**config.mk**
```make
export PLATFORM = sky130hd
export DESIGN_NAME = vsu_unit
export DESIGN_NICKNAME = d
export VERILOG_FILES = /design/src/hdl/vsu_pkg.sv /design/src/hdl/vsu_unit.sv
export SDC_FILE = /design/constraint.sdc
export NUM_CORES = 1
export LEC_CHECK = 0
export BUFFER_PORTS_ARGS = -buffer_cell sky130_fd_sc_hd__buf_2
export CAP_MARGIN = 25
export CORE_MARGIN = 2
export CORE_UTILIZATION = 50
export CTS_BUF_LIST = sky130_fd_sc_hd__clkbuf_4
export CTS_CLUSTER_DIAMETER = 100
export DETAILED_ROUTE_END_ITERATION = 12
export GPL_TIMING_DRIVEN = 1
export PLACE_DENSITY = 0.82
export SLEW_MARGIN = 0
export SYNTH_ARGS = -nofsm -noshare
export SYNTH_HDL_FRONTEND = slang
export SYNTH_SLANG_ARGS = --single-unit
```
**constraint.sdc**
```tcl
create_clock -name clock -period 0.8 [get_ports clock]
set_clock_uncertainty 0.1 [all_clocks]
set_input_delay 0.04 -clock clock [delete_from_list [all_inputs] [get_ports clock]]
set_output_delay 0.04 -clock clock [all_outputs]
set_load 0.02 [all_outputs]
```
**src/hdl/vsu_pkg.sv**
```systemverilog
// Purpose: Shared constants and carrier types for the vector subtract unit
// Assumes: 32-bit general registers, 32-bit extension control register
// Notes: Opcode field positions follow the extension instruction format
package vsu_pkg;

  localparam int VSU_WORD_W = 32;
  localparam logic [5:0] VSU_MAJOR_OP = 6'h1F;
  localparam logic [5:0] VSU_FN_HALVING = 6'h18;
  localparam logic [5:0] VSU_FN_VECTOR = 6'h10;
  localparam logic [4:0] VSU_SUB_HWS = 5'h11;
  localparam logic [4:0] VSU_SUB_HWS_R = 5'h13;
  localparam logic [4:0] VSU_SUB_PAIR = 5'h09;
  localparam logic [4:0] VSU_SUB_PAIR_S = 5'h0D;
  localparam logic [4:0] VSU_SUB_QUAD = 5'h01;
  localparam logic [4:0] VSU_SUB_QUAD_S = 5'h05;
  localparam int VSU_MAJ_POS = 26;
  localparam int VSU_SRC1_POS = 21;
  localparam int VSU_SRC2_POS = 16;
  localparam int VSU_DST_POS = 11;
  localparam int VSU_SUBOP_POS = 6;
  localparam int VSU_OUFLAG_BIT = 20;
  localparam logic [31:0] VSU_CTRL_RESET = 32'h0000_0000;
  localparam logic [31:0] VSU_RESULT_RESET = 32'h0000_0000;

  typedef enum {
    VSU_OP_NONE,
    VSU_OP_HWS,
    VSU_OP_HWS_R,
    VSU_OP_PAIR,
    VSU_OP_PAIR_S,
    VSU_OP_QUAD,
    VSU_OP_QUAD_S
  } vsu_op_type;

  typedef struct packed {
    logic valid;
    logic [31:0] instr;
    logic [31:0] src1;
    logic [31:0] src2;
  } vsu_req_type;

  typedef struct packed {
    logic valid;
    logic [4:0] dst;
    logic [31:0] data;
  } vsu_rsp_type;

endpackage

```
**src/hdl/vsu_unit.sv**
```systemverilog
// Purpose: Halving word, unsigned pair and unsigned quad-byte subtract datapath
// Assumes: Pipeline presents decoded operands with a valid flag, one per cycle
// Notes: One cycle latency; unknown encodings give a reserved-instruction pulse
//
// Operation
// - Halving word subtract: sign-extend both words, first minus second, 33 bits.
// - Non-rounding halving form writes bits 32..1 of the difference.
// - Rounding halving form adds one before the one-bit shift.
// - Halving forms leave the extension control register untouched.
// - Pair subtract: zero-extend halves, second-source minus first-source element.
// - Non-saturating pair writes low 16 bits of each difference in place.
// - Saturating pair clamps underflowed halves to zero.
// - Either pair form sets control bit 20 on any halfword underflow.
// - Quad subtract: each first-source byte minus second-source byte, lanes kept.
// - Non-saturating quad writes each lane difference modulo 256.
// - Saturating quad clamps underflowed bytes to zero.
// - Either quad form sets control bit 20 on any byte underflow.
// - Only reserved-instruction and extension-disabled traps are raised.
// - Operand values never raise a trap; wrap, clamp or flag only.
`timescale 1ns/100ps
module vsu_unit
  import vsu_pkg::*;
(
  // Clock and reset
  input wire logic clock,
  input wire logic rst_n,
  // Pipeline request
  input vsu_req_type req,
  input wire logic ext_enable,
  // Control register as held by the pipeline
  input wire logic [31:0] ctrl_in,
  // Answer
  output vsu_rsp_type rsp_ff,
  output logic [31:0] ctrl_ff,
  output logic ctrl_we_ff,
  output logic trap_reserved_ff,
  output logic trap_disabled_ff
);

  vsu_op_type op;
  logic is_ext;
  logic [32:0] word_diff;
  logic [32:0] word_round;
  logic [1:0] pair_under;
  logic [31:0] pair_wrap;
  logic [31:0] pair_sat;
  logic [3:0] quad_under;
  logic [31:0] quad_wrap;
  logic [31:0] quad_sat;
  logic [31:0] nxt_data;
  logic nxt_flag;

  always_comb begin
    is_ext = req.instr[31:VSU_MAJ_POS] == VSU_MAJOR_OP;
    op = VSU_OP_NONE;
    if (is_ext && req.instr[5:0] == VSU_FN_HALVING) begin
      case (req.instr[10:VSU_SUBOP_POS])
        VSU_SUB_HWS: op = VSU_OP_HWS;
        VSU_SUB_HWS_R: op = VSU_OP_HWS_R;
        default: op = VSU_OP_NONE;
      endcase
    end else if (is_ext && req.instr[5:0] == VSU_FN_VECTOR) begin
      case (req.instr[10:VSU_SUBOP_POS])
        VSU_SUB_PAIR: op = VSU_OP_PAIR;
        VSU_SUB_PAIR_S: op = VSU_OP_PAIR_S;
        VSU_SUB_QUAD: op = VSU_OP_QUAD;
        VSU_SUB_QUAD_S: op = VSU_OP_QUAD_S;
        default: op = VSU_OP_NONE;
      endcase
    end
  end

  assign word_diff = {req.src1[31], req.src1} - {req.src2[31], req.src2};
  assign word_round = word_diff + 33'h0_0000_0001;

  // Lane arithmetic: 17- and 9-bit unsigned differences, borrow is underflow
  generate
    for (genvar h = 0; h < 2; h++) begin : g_pair
      logic [16:0] d;
      assign d = {1'b0, req.src2[16*h +: 16]} - {1'b0, req.src1[16*h +: 16]};
      assign pair_under[h] = d[16];
      assign pair_wrap[16*h +: 16] = d[15:0];
      assign pair_sat[16*h +: 16] = d[16] ? 16'h0000 : d[15:0];
    end
    for (genvar b = 0; b < 4; b++) begin : g_quad
      logic [8:0] d;
      // first source minus second, per lane
      assign d = {1'b0, req.src1[8*b +: 8]} - {1'b0, req.src2[8*b +: 8]};
      assign quad_under[b] = d[8];
      assign quad_wrap[8*b +: 8] = d[7:0];
      assign quad_sat[8*b +: 8] = d[8] ? 8'h00 : d[7:0];
    end
  endgenerate

  always_comb begin
    nxt_data = VSU_RESULT_RESET;
    nxt_flag = 1'b0;
    case (op)
      VSU_OP_HWS: nxt_data = word_diff[32:1];
      VSU_OP_HWS_R: nxt_data = word_round[32:1];
      VSU_OP_PAIR: begin
        nxt_data = pair_wrap;
        nxt_flag = |pair_under;
      end
      VSU_OP_PAIR_S: begin
        nxt_data = pair_sat;
        nxt_flag = |pair_under;
      end
      VSU_OP_QUAD: begin
        nxt_data = quad_wrap;
        nxt_flag = |quad_under;
      end
      VSU_OP_QUAD_S: begin
        nxt_data = quad_sat;
        nxt_flag = |quad_under;
      end
      default: nxt_data = VSU_RESULT_RESET;
    endcase
  end

  // Result write-back
  always_ff @(posedge clock or negedge rst_n) begin
    if (!rst_n) begin
      rsp_ff <= '0;
    end else begin
      rsp_ff.valid <= req.valid && ext_enable && op != VSU_OP_NONE;
      rsp_ff.dst <= req.instr[15:VSU_DST_POS];
      rsp_ff.data <= nxt_data;
    end
  end

  // Control register update: only bit 20 may be set, never cleared here
  always_ff @(posedge clock or negedge rst_n) begin
    if (!rst_n) begin
      ctrl_ff <= VSU_CTRL_RESET;
      ctrl_we_ff <= 1'b0;
    end else begin
      ctrl_we_ff <= req.valid && ext_enable && nxt_flag;
      ctrl_ff <= ctrl_in | ({31'h0, nxt_flag} << VSU_OUFLAG_BIT);
    end
  end

  // Traps: only encoding and enable matter, never operand values
  always_ff @(posedge clock or negedge rst_n) begin
    if (!rst_n) begin
      trap_reserved_ff <= 1'b0;
      trap_disabled_ff <= 1'b0;
    end else begin
      trap_reserved_ff <= req.valid && is_ext && op == VSU_OP_NONE;
      trap_disabled_ff <= req.valid && !ext_enable && op != VSU_OP_NONE;
    end
  end

  // Halving reference values use 64-bit signed arithmetic, not the datapath's own nets
  chk_halving_no_ctrl: assert property (@(posedge clock) disable iff (!rst_n)
    (req.valid && (op == VSU_OP_HWS || op == VSU_OP_HWS_R)) |=> !ctrl_we_ff)
    else $error("halving subtract wrote control register");
  chk_halving_value: assert property (@(posedge clock) disable iff (!rst_n)
    (req.valid && ext_enable && op == VSU_OP_HWS)
      |=> rsp_ff.data == 32'((longint'($signed($past(req.src1)))
        - longint'($signed($past(req.src2)))) >>> 1))
    else $error("halving result wrong");
  chk_round_value: assert property (@(posedge clock) disable iff (!rst_n)
    (req.valid && ext_enable && op == VSU_OP_HWS_R)
      |=> rsp_ff.data == 32'((longint'($signed($past(req.src1)))
        - longint'($signed($past(req.src2))) + 1) >>> 1))
    else $error("rounded halving result wrong");
  chk_pair_flag: assert property (@(posedge clock) disable iff (!rst_n)
    (req.valid && ext_enable && (op == VSU_OP_PAIR || op == VSU_OP_PAIR_S)
      && (req.src2[15:0] < req.src1[15:0] || req.src2[31:16] < req.src1[31:16]))
      |=> ctrl_we_ff && ctrl_ff[VSU_OUFLAG_BIT])
    else $error("pair underflow flag missing");
  chk_pair_wrap: assert property (@(posedge clock) disable iff (!rst_n)
    (req.valid && ext_enable && op == VSU_OP_PAIR)
      |=> rsp_ff.data[31:16] == 16'($past(req.src2[31:16]) - $past(req.src1[31:16])))
    else $error("pair wrap result wrong");
  chk_pair_sat: assert property (@(posedge clock) disable iff (!rst_n)
    (req.valid && ext_enable && op == VSU_OP_PAIR_S && (req.src2[31:16] < req.src1[31:16]))
      |=> rsp_ff.data[31:16] == 16'h0000)
    else $error("pair saturation missing");
  chk_quad_sat: assert property (@(posedge clock) disable iff (!rst_n)
    (req.valid && ext_enable && op == VSU_OP_QUAD_S && (req.src1[31:24] < req.src2[31:24]))
      |=> rsp_ff.data[31:24] == 8'h00 && ctrl_ff[VSU_OUFLAG_BIT])
    else $error("quad saturation missing");
  chk_quad_flag: assert property (@(posedge clock) disable iff (!rst_n)
    (req.valid && ext_enable && (op == VSU_OP_QUAD || op == VSU_OP_QUAD_S)
      && (req.src1[31:24] < req.src2[31:24] || req.src1[7:0] < req.src2[7:0]))
      |=> ctrl_we_ff && ctrl_ff[VSU_OUFLAG_BIT])
    else $error("quad underflow flag missing");
  chk_quad_wrap: assert property (@(posedge clock) disable iff (!rst_n)
    (req.valid && ext_enable && op == VSU_OP_QUAD)
      |=> rsp_ff.data[15:8] == 8'($past(req.src1[15:8]) - $past(req.src2[15:8])))
    else $error("quad wrap result wrong");
  chk_ctrl_keep: assert property (@(posedge clock) disable iff (!rst_n)
    req.valid |=> (ctrl_ff & ~32'h0010_0000) == ($past(ctrl_in) & ~32'h0010_0000))
    else $error("control bits other than flag changed");
  chk_trap_kinds: assert property (@(posedge clock) disable iff (!rst_n)
    (req.valid && ext_enable && op != VSU_OP_NONE)
      |=> !trap_reserved_ff && !trap_disabled_ff)
    else $error("trap raised for valid operation");
  chk_disabled_quiet: assert property (@(posedge clock) disable iff (!rst_n)
    (req.valid && !ext_enable && op != VSU_OP_NONE)
      |=> trap_disabled_ff && !rsp_ff.valid && !ctrl_we_ff)
    else $error("disabled extension still answered");

  cov_pair_under: cover property (@(posedge clock) req.valid && op == VSU_OP_PAIR_S
    && |pair_under);
  cov_quad_under: cover property (@(posedge clock) req.valid && op == VSU_OP_QUAD
    && |quad_under);
  cov_round: cover property (@(posedge clock) req.valid && op == VSU_OP_HWS_R);
  cov_reserved: cover property (@(posedge clock) trap_reserved_ff);
  cov_disabled: cover property (@(posedge clock) trap_disabled_ff);

endmodule

```
==> results.md, run 1 <==
* Placed cell area at ~11000 sq um
* Yosys reg bits at 73
* Clock root buffer: clkbuf_4
* IO Port Bufs at 194
* Post-DP HPWL at about 22000 microns
* Initial Util at 51.2%
* Post-GRT worst EP: rsp_ff[24]$_DFF_PN0_/D
* Post-synth EDFFs at 0
* Congestion Overflow GR at 95
* Compound-cell area share of the yosys netlist at between 20 and 30%
* Post-Synth Adder-Cell Area at 13.7%
* Worst End Pin Type: register input
* Row count at 43
* Ys Warns at 0
* Status: did not finish
* Ys async rst share at 100%
* CTS Sinks at between 70 and 80
* Halt Stage: global routing
* Gpl congestion at 0.968
* Mux cell area share after synthesis at 0.211%
* Pin count of the biggest net entering global routing at 38
* Ports at 205
* Netlist cell types at 79
* Dpl ws at -2.51 ns
* Simple-Gate Fraction of Synth Area at 16.8%
* Mean Syn Cell Area at 8.44 sq um
* Sequential area share after synthesis at roughly a quarter
* Post-synthesis xor/xnor area fraction at 7.34%
* Total GRT Usage at 78.5%
* H-tree levels at 3
* Mapped Area at 7110 sq um
* Main flop type after synthesis: dfrtp_1
* Chip Height at 123 microns
* Run Error: [ERROR GRT-0232] Routing congestion too high. Check the congestion heatmap in the GUI.
* Synth Instances at 842
* Largest family of logic cells by synthesized area: compound AO/OA/AOI/OAI gates
* CTS max path bufs at 2
* Total CTS buffers at 9
* Die Wd at about 120 microns
* Net Count, Synth at 1048
cell usage after synthesis, drive strengths merged (6+ instances only):
| master | number | area, sq um |
|---|---|---|
| inv | 85 | 319 |
| dfrtp | 73 | 1830 |
| ha | 68 | 851 |
| a21oi | 63 | 327 |
| nand2 | 58 | 218 |
| nor2 | 52 | 198 |
| a21o | 42 | 315 |
| o21ai | 36 | 188 |
| o22ai | 33 | 206 |
| xnor2 | 32 | 288 |
| a221oi | 27 | 236 |
| xor2 | 25 | 234 |
| clkbuf | 20 | 76.3 |
| nand3 | 20 | 100 |
| buf | 19 | 116 |
| nor3 | 15 | 80.1 |
| o21bai | 13 | 97.6 |
| o221a | 13 | 146 |
| and2 | 12 | 75.1 |
| nand4 | 12 | 81.3 |
| nand2b | 10 | 65.1 |
| or2 | 8 | 50.1 |
| a31oi | 7 | 43.8 |
| and3 | 7 | 43.8 |
| a211oi | 6 | 50.1 |
| fa | 6 | 120 |
| o21a | 6 | 46.3 |
| o221ai | 6 | 52.6 |
routing by layer:
layer  track usage [%]  overflow
met2              94.5        45
met5              26.0         0
met3              62.6         2
met1              77.2         1
met4              83.9        47
metrics by stage:
step | std cells | util (%) | hold WS, ns
2_1_floorplan | 842 | - | -0.356
3_5_place_dp | 1487 | 77.6 | -0.215
4_1_cts | 1564 | 89.7 | -0.166
3_3_place_gp | 1487 | 77.6 | -0.218
cells by family after synthesis:
group                    after synthesis
AO/OA/AOI/OAI                        288
multiplexers                           1
flip-flops                            73
XOR/XNOR                              57
adder cells (fa/ha/maj)               74
buffers and inverters                124
AND/OR/NAND/NOR                      225
timing repair:
item | CTS
pin swaps | 65
hold buffers | 40
setup buffers | 19
gates resized for setup | 247
gates cloned | 2
hold endpoints to repair | 119
endpoints found under the setup margin | 110
==> inputs of run 2 (changes only) <==
--- a/config.mk
+++ b/config.mk
@@ -8,12 +8,10 @@
 export BUFFER_PORTS_ARGS = -buffer_cell sky130_fd_sc_hd__buf_2
 export CAP_MARGIN = 25
 export CORE_MARGIN = 2
-export CORE_UTILIZATION = 50
-export CTS_BUF_LIST = sky130_fd_sc_hd__clkbuf_4
-export CTS_CLUSTER_DIAMETER = 100
+export CORE_UTILIZATION = 40
 export DETAILED_ROUTE_END_ITERATION = 12
 export GPL_TIMING_DRIVEN = 1
-export PLACE_DENSITY = 0.82
+export PLACE_DENSITY_LB_ADDON = 0.15
 export SLEW_MARGIN = 0
 export SYNTH_ARGS = -nofsm -noshare
 export SYNTH_HDL_FRONTEND = slang
==> constraint.sdc (replaced) <==
create_clock -name clock -period 1 [get_ports clock]
set_clock_uncertainty 0.1 [all_clocks]
set_input_delay 0.05 -clock clock [delete_from_list [all_inputs] [get_ports clock]]
set_output_delay 0.05 -clock clock [all_outputs]
set_load 0.02 [all_outputs]
==> run 2 against run 1 <==
Effect of this change: synthesized cell count is the same; synthesized area is the same; the flow now finishes, with violations (negative setup slack).
==> results.md, run 2 <==
* CTS clk-pin slew, worst paths at approximately 0.07 ns
* Routed vias at 9035
* First-pass GRT wire length at 43400 microns
* Post-synthesis xor/xnor area fraction at 7.34% (unchanged)
* Final hold violation count at 0
* Worst-path cell chain: buf_12 -> inv_12 -> ha_4 -> fa_2 -> nor2b_4 -> o31ai_4 -> a31o_4 -> o21ai_4 -> xor2_2 -> nand4_1 -> buf_4 -> nor4b_4 -> buf_4 -> nand3_2 -> nor2_2 -> xnor2_1 -> o22ai_1
* Nature of the critical path endpoint: register
* Placed cell count at 1546 (was 1487)
* DRT iter0 DRCs at 615
* Failing checks: negative setup slack
* Leakage power total at 6.64 nW
* Top Registers: rsp_ff x38, ctrl_ff x32
* TritonRoute pass-1 iters at 6
* Count leader, synth: inv_1 (unchanged)
* Util after Layout at 76.8%
* Die area at around 19000 sq um
* Seq pwr share at 23.3%
* Die Wd at 137 microns (was 123 microns)
* Final wirelength at 30900 microns
* Total CTS buffers at 9 (unchanged)
* Ys Warns at 0 (unchanged)
* Pwr dens at 1040 nW/um^2
* Largest family of logic cells by synthesized area: compound AO/OA/AOI/OAI gates (unchanged)
* CTS Sinks at 73 (unchanged)
* Simple-Gate Fraction of Synth Area at 16.8% (unchanged)
* Sw frac at 37.5%
* Largest reg by FF count: rsp_ff
* Final std cells w/o fill at 1645
* Tmin final at 2.97 ns
* Pin count of the biggest net entering global routing at 26
* Hold Crit Class: input port to async pin
* Post-DP HPWL at 20700 microns (was 21500 microns)
* ANT nets after route at 0
* Initial Util at 41.0% (was 51.2%)
* Area grow syn2layout at 87.6%
* Setup ws final at -1.97 ns
* Row count at 48 (was 43)
* Max reg flops at 38
* Leading cell type in the layout, fill and taps excluded: buf_4
* Avg WL per Cell at 18.8 microns
* Fmax at 336 MHz
* Synth Instances at 842 (unchanged)
* Congestion Overflow GR at 0
* Setup-failing EPs final at 89
* Int Pwr at ~8.7 mW
* Worst-path maximum fanout at 6
* Final nets at 1621
* Most frequent CP cell: buf_4
* Design area at 13300 sq um
* Peak VDD IR at 0.912 mV
* CP Class: input port to register
* Cell accounting for the most synthesized area: dfrtp_1 (unchanged)
* Commonest non-fill, non-tap cells in the layout: 339 x buf_4, 111 x buf_2, 95 x buf_6
* Startpoint types: input port
* Status: finished with violations (was did not finish)
* Compound-cell area share of the yosys netlist at 29.1% (unchanged)
* Buf/Inv on CP at 4
* IO Port Bufs at 194 (unchanged)
* Critical path required time at 1.12 ns
* H-tree levels at 3 (unchanged)
* RSZ-0062 raised after global routing: true
* CTS max path bufs at 2 (unchanged)
* Gpl congestion at 0.908 (was 0.968)
* Slew Viols, Final at 0
* Clock power frac at 23.2%
* Period utilisation layout at 297%
* Vias/cell at between 5 and 6
* Diodes inserted at 0
* Mapped Area at 7110 sq um (unchanged)
* CORE AREA at 17400 sq um
* Worst slew margin at ~55%
* Net switching power of the design at between 5 and 6 mW
* Ports at 205 (unchanged)
* Post-Synth Adder-Cell Area at 13.7% (unchanged)
* Hold WS at 0.0547 ns
* Top cell type's share of synthesized area at 25.7% (unchanged)
* Net Count, Synth at 1048 (unchanged)
* Top post-synthesis cells by area: dfrtp_1 26%, ha_1 12%, inv_1 4.5%, a21o_1 4.4%, a21oi_1 4.4% (unchanged)
* Initial antenna violation count at 0
* Family with the most delay on the worst path: simple AND/OR/NAND/NOR gates
* CTS tree: yes
* Clock root buffer: clkbuf_16 (was clkbuf_4)
* Slew @ Worst Pin at 0.664 ns
* Max incr delay on CP at approximately 0.37 ns
* CP max-delay cell: fa_2
* Arrival time worst endpoint at 3.09 ns
* Comb pwr share at 53.4%
* Max-cap violations at 0
* Mux cell area share after synthesis at 0.211% (unchanged)
* Yosys reg bits at 73 (unchanged)
* Ys async rst share at 100% (unchanged)
* Post-synth EDFFs at 0 (unchanged)
* Sequential area share after synthesis at 25.7% (unchanged)
* Residual DRC at 0
* Chip Height at 137 microns (was 123 microns)
* Most frequent cells after synthesis: 85 x inv_1, 73 x dfrtp_1, 68 x ha_1, 62 x a21oi_1, 58 x nand2_1 (unchanged)
* Vias in the first global route at 8780
* Placed cell area at 10900 sq um (was 10800 sq um)
* Total GRT Usage at between 20% and 30%
* Mean Syn Cell Area at 8.44 sq um (unchanged)
* Main flop type after synthesis: dfrtp_1 (unchanged)
* Netlist cell types at 79 (unchanged)
* Share of cells above drive strength 1 at 52.8%
[run 2: cell counts after synthesis]
Identical to the previous run, type by type.
[run 2: how the worst max path moves through the flow]
| stage | cells past startpoint | slack, ns | from | to |
|---|---|---|---|---|
| detailed placement | 15 | -2.28 | req[32] | rsp_ff[31] |
| CTS | 15 | -1.81 | req[32] | rsp_ff[28] |
| finish | 17 | -1.97 | req[32] | rsp_ff[27] |
| global route | 18 | -2.10 | req[11] | rsp_ff[27] |
| floorplan | 14 | -1.95 | req[32] | rsp_ff[28] |
| global placement | 16 | -2.25 | req[32] | rsp_ff[31] |
[run 2: cells by family (layout without fill, tap and decap cells)]
family | after synthesis | count (layout)
AO/OA/AOI/OAI | 288 | 288
XOR/XNOR | 57 | 57
adder cells (fa/ha/maj) | 74 | 74
buffers and inverters | 124 | 702
flip-flops | 73 | 73
multiplexers | 1 | 1
AND/OR/NAND/NOR | 225 | 225
[run 2: cell type report]
| class | instances | area [sq um] |
|---|---|---|
| fill | 1160 | 4020 |
| clock buffer | 9 | 225 |
| timing repair buffer | 601 | 4920 |
| clock inverter | 7 | 61.3 |
| sequential | 73 | 1830 |
| multi-input combinational | 645 | 5670 |
| tap | 225 | 282 |
| inverter | 85 | 357 |
[run 2: repair_timing]
| action | in CTS | in global routing |
|---|---|---|
| hold buffers | 40 | 0 |
| endpoints found under the hold margin | 114 | 0 |
| resized for setup | 215 | 97 |
| setup buffers | 23 | 18 |
| setup endpoints to repair | 97 | 109 |
| pin swaps | 58 | 62 |
| gates cloned | 2 | 2 |
[run 2: power groups by stage]
stage	combinational (mW)	sequential, mW	clock, mW
finish	7.41	3.24	3.22
global route	7.89	3.25	3.35
CTS	6.75	3.22	3.22
detailed placement	6.00	3.24	0
global placement	5.95	3.24	0
floorplan	2.83	3.45	0
[run 2: metal layers]
metal	track usage, %	wire length, microns
met4	13.3	1440
met2	52.0	15000
met1	35.6	12200
met3	3.61	2290
met5	0	0
[run 2: per-stage QoR]
step | setup TNS, ns | setup WS (ns) | total power, mW
after floorplan | -58.44 | -1.95 | 6.29
after global placement | -73.17 | -2.25 | 9.20
after detailed placement | -73.94 | -2.28 | 9.25
after CTS | -59.92 | -1.81 | 13.2
after global routing | -69.21 | -2.10 | 14.5
final | -64.60 | -1.97 | 13.9
(Power assumes the default switching activity.)
==> inputs of run 3 (changes only) <==
--- a/config.mk
+++ b/config.mk
@@ -8,10 +8,11 @@
 export BUFFER_PORTS_ARGS = -buffer_cell sky130_fd_sc_hd__buf_2
 export CAP_MARGIN = 25
 export CORE_MARGIN = 2
-export CORE_UTILIZATION = 40
+export CORE_UTILIZATION = 30
 export DETAILED_ROUTE_END_ITERATION = 12
 export GPL_TIMING_DRIVEN = 1
 export PLACE_DENSITY_LB_ADDON = 0.15
+export SKIP_CTS_REPAIR_TIMING = 1
 export SLEW_MARGIN = 0
 export SYNTH_ARGS = -nofsm -noshare
 export SYNTH_HDL_FRONTEND = slang
==> run 3 against run 2 <==
Effect of this change: via count shrank 7.4%; cell count increased by 4.6%; sequential share of layout area increased by 0.19 points; cell area fell by 1.4%; combinational power shrank 4.9%; clock power about the same; fmax grew 1.6%; worst hold slack worse by 0.043 ns; the run still ends with negative setup slack left; global-route usage decreased by 8.6 points; power down 2.9%; first-iteration DRC count shrank 28%; non-clock buffer count shrank 19; largest cell class unchanged.
==> results.md, run 3 (synthesis gave the netlist of run 2 again) <==
* Tmin final at 2.93 ns (was 2.97 ns)
* CP Class: input port to register (unchanged)
* Chip Height at 158 microns (was 137 microns)
* Peak VDD IR at 0.709 mV (was 0.912 mV)
* CTS Sinks at 73 (unchanged)
* Residual DRC at 0 (unchanged)
* Setup ws final at -1.93 ns (was -1.97 ns)
* Top Registers: rsp_ff x38, ctrl_ff x32 (unchanged)
* Area grow syn2layout at 85.0% (was 87.6%)
* Max incr delay on CP at 0.37 ns (about the same)
* Diodes inserted at 0 (unchanged)
* ANT nets after route at 0 (unchanged)
* First-pass GRT wire length at 40600 microns (was 43400 microns)
* Ports at 205 (unchanged)
* Most frequent CP cell: a21o_1 (was buf_4)
* Routed vias at 8363 (was 9035)
* Commonest non-fill, non-tap cells in the layout: 330 x buf_4, 115 x buf_2, 86 x buf_6 (was 339 x buf_4, 111 x buf_2, 95 x buf_6)
* Nature of the critical path endpoint: register (unchanged)
* Clock root buffer: clkbuf_16 (unchanged)
* CORE AREA at 23300 sq um (was 17400 sq um)
* Worst slew margin at 60.1% (was 55.2%)
* Row count at 56 (was 48)
* Util after Layout at 56.4% (was 76.8%)
* Fmax at 342 MHz (was 336 MHz)
* Initial antenna violation count at 0 (unchanged)
* Hold Crit Class: input port to async pin (unchanged)
* CTS tree: yes (unchanged)
* Setup-failing EPs final at 69 (was 89)
* Placed cell count at 1652 (was 1546)
* RSZ-0062 raised after global routing: true (unchanged)
* Post-DP HPWL at 22200 microns (was 20700 microns)
* Die Wd at 158 microns (was 137 microns)
* DRT iter0 DRCs at 444 (was 615)
* Leakage power total at 6.50 nW (was 6.64 nW)
* Initial Util at 30.5% (was 41.0%)
* Final wirelength at 28500 microns (was 30900 microns)
* CTS max path bufs at 2 (unchanged)
* Final std cells w/o fill at 1720 (was 1645)
* Total CTS buffers at 9 (unchanged)
* Gpl congestion at 0.917 (was 0.908)
* Final hold violation count at 0 (unchanged)
* Die area at 24900 sq um (was 18900 sq um)
* Worst-path maximum fanout at 8 (was 6)
* Slew @ Worst Pin at 0.596 ns (was 0.664 ns)
* Worst-path cell chain: buf_12 -> inv_12 -> buf_6 -> ha_4 -> inv_2 -> fa_2 -> a21o_1 -> a21o_1 -> a21oi_2 -> nor2b_2 -> a31o_2 -> a221o_1 -> a211oi_2 -> buf_4 -> a21o_1 -> buf_6 -> o221a_2 -> o22ai_1 (was buf_12 -> inv_12 -> ha_4 -> fa_2 -> nor2b_4 -> o31ai_4 -> a31o_4 -> o21ai_4 -> xor2_2 -> nand4_1 -> buf_4 -> nor4b_4 -> buf_4 -> nand3_2 -> nor2_2 -> xnor2_1 -> o22ai_1)
* Pwr dens at 1020 nW/um^2 (was 1040 nW/um^2)
* Startpoint types: input port (unchanged)
* Failing checks: negative setup slack (unchanged)
* CTS clk-pin slew, worst paths at 0.08 ns (was 0.07 ns)
* TritonRoute pass-1 iters at 5 (was 6)
* Congestion Overflow GR at 0 (unchanged)
* Critical path required time at 1.11 ns (was 1.12 ns)
* IO Port Bufs at 194 (unchanged)
* Vias in the first global route at 7904 (was 8780)
* Avg WL per Cell at 16.6 microns (was 18.8 microns)
* Max-cap violations at 0 (unchanged)
* Slew Viols, Final at 0 (unchanged)
* Final nets at 1602 (was 1621)
* Leading cell type in the layout, fill and taps excluded: buf_4 (unchanged)
* Max reg flops at 38 (unchanged)
* Pin count of the biggest net entering global routing at 30 (was 26)
* H-tree levels at 3 (unchanged)
* Arrival time worst endpoint at 3.04 ns (was 3.09 ns)
* Share of cells above drive strength 1 at 50.8% (was 52.8%)
* Total GRT Usage at 20.8% (was 29.4%)
* Largest reg by FF count: rsp_ff (unchanged)
* Status: finished with violations (unchanged)
* CP max-delay cell: a221o_1 (was fa_2)
* Vias/cell at 4.86 (was 5.49)
* Period utilisation layout at 293% (was 297%)
run 3: cell type report:
class                      count  area, sq um
clock inverter                 7         60.1
sequential                    73         1830
inverter                      85          357
tap                          319          399
fill                        2114        10200
multi-input combinational    645         5630
timing repair buffer         582         4650
clock buffer                   9          225
run 3: layer usage:
metal	routed length [microns]	up-vias	global-route usage [%]
li1	-	4164	-
met5	0	-	0
met3	1480	25	2.55
met1	12900	3917	27.5
met4	416	0	4.68
met2	13700	257	36.0
run 3: where the power goes:
group / switching [mW] / internal (mW)
Sequential: 0.108 / 3.12
Clock: 1.47 / 1.73
Combinational: 3.41 / 3.64
run 3: metrics by stage:
| stage | total power [mW] | setup TNS [ns] | instance area (sq um) | hold slack [ns] | worst slack (ns) |
|---|---|---|---|---|---|
| after floorplan | 6.29 | -58.44 | 7370 | -0.346 | -1.95 |
| after global placement | 9.31 | -78.51 | 11100 | -0.149 | -2.45 |
| after detailed placement | 9.33 | -79.19 | 11100 | -0.150 | -2.43 |
| after CTS | 12.6 | -67.91 | 11400 | -0.526 | -2.10 |
| after global routing | 14.2 | -68.05 | 13100 | 0.0293 | -2.09 |
| final | 13.5 | -62.21 | 13100 | 0.0115 | -1.93 |
run 3: path summary, 6_finish.rpt:
path	startpoint	end	slack [ns]	depth (start not counted)
min	rst_n	rsp_ff[6]	0.01	2
max in group asynchronous	rst_n	trap_disabled_ff	0.34	3
min in group clock	req[0]	rsp_ff[0]	0.04	4
max	req[16]	rsp_ff[29]	-1.93	18
run 3: worst max-delay path, delay by kind of cell:
kind,cells,cell delay [ns]
buffers and inverters,6,0.59
AND/OR/NAND/NOR,1,0.05
AO/OA/AOI/OAI,9,1.89
adder cells (fa/ha/maj),2,0.45
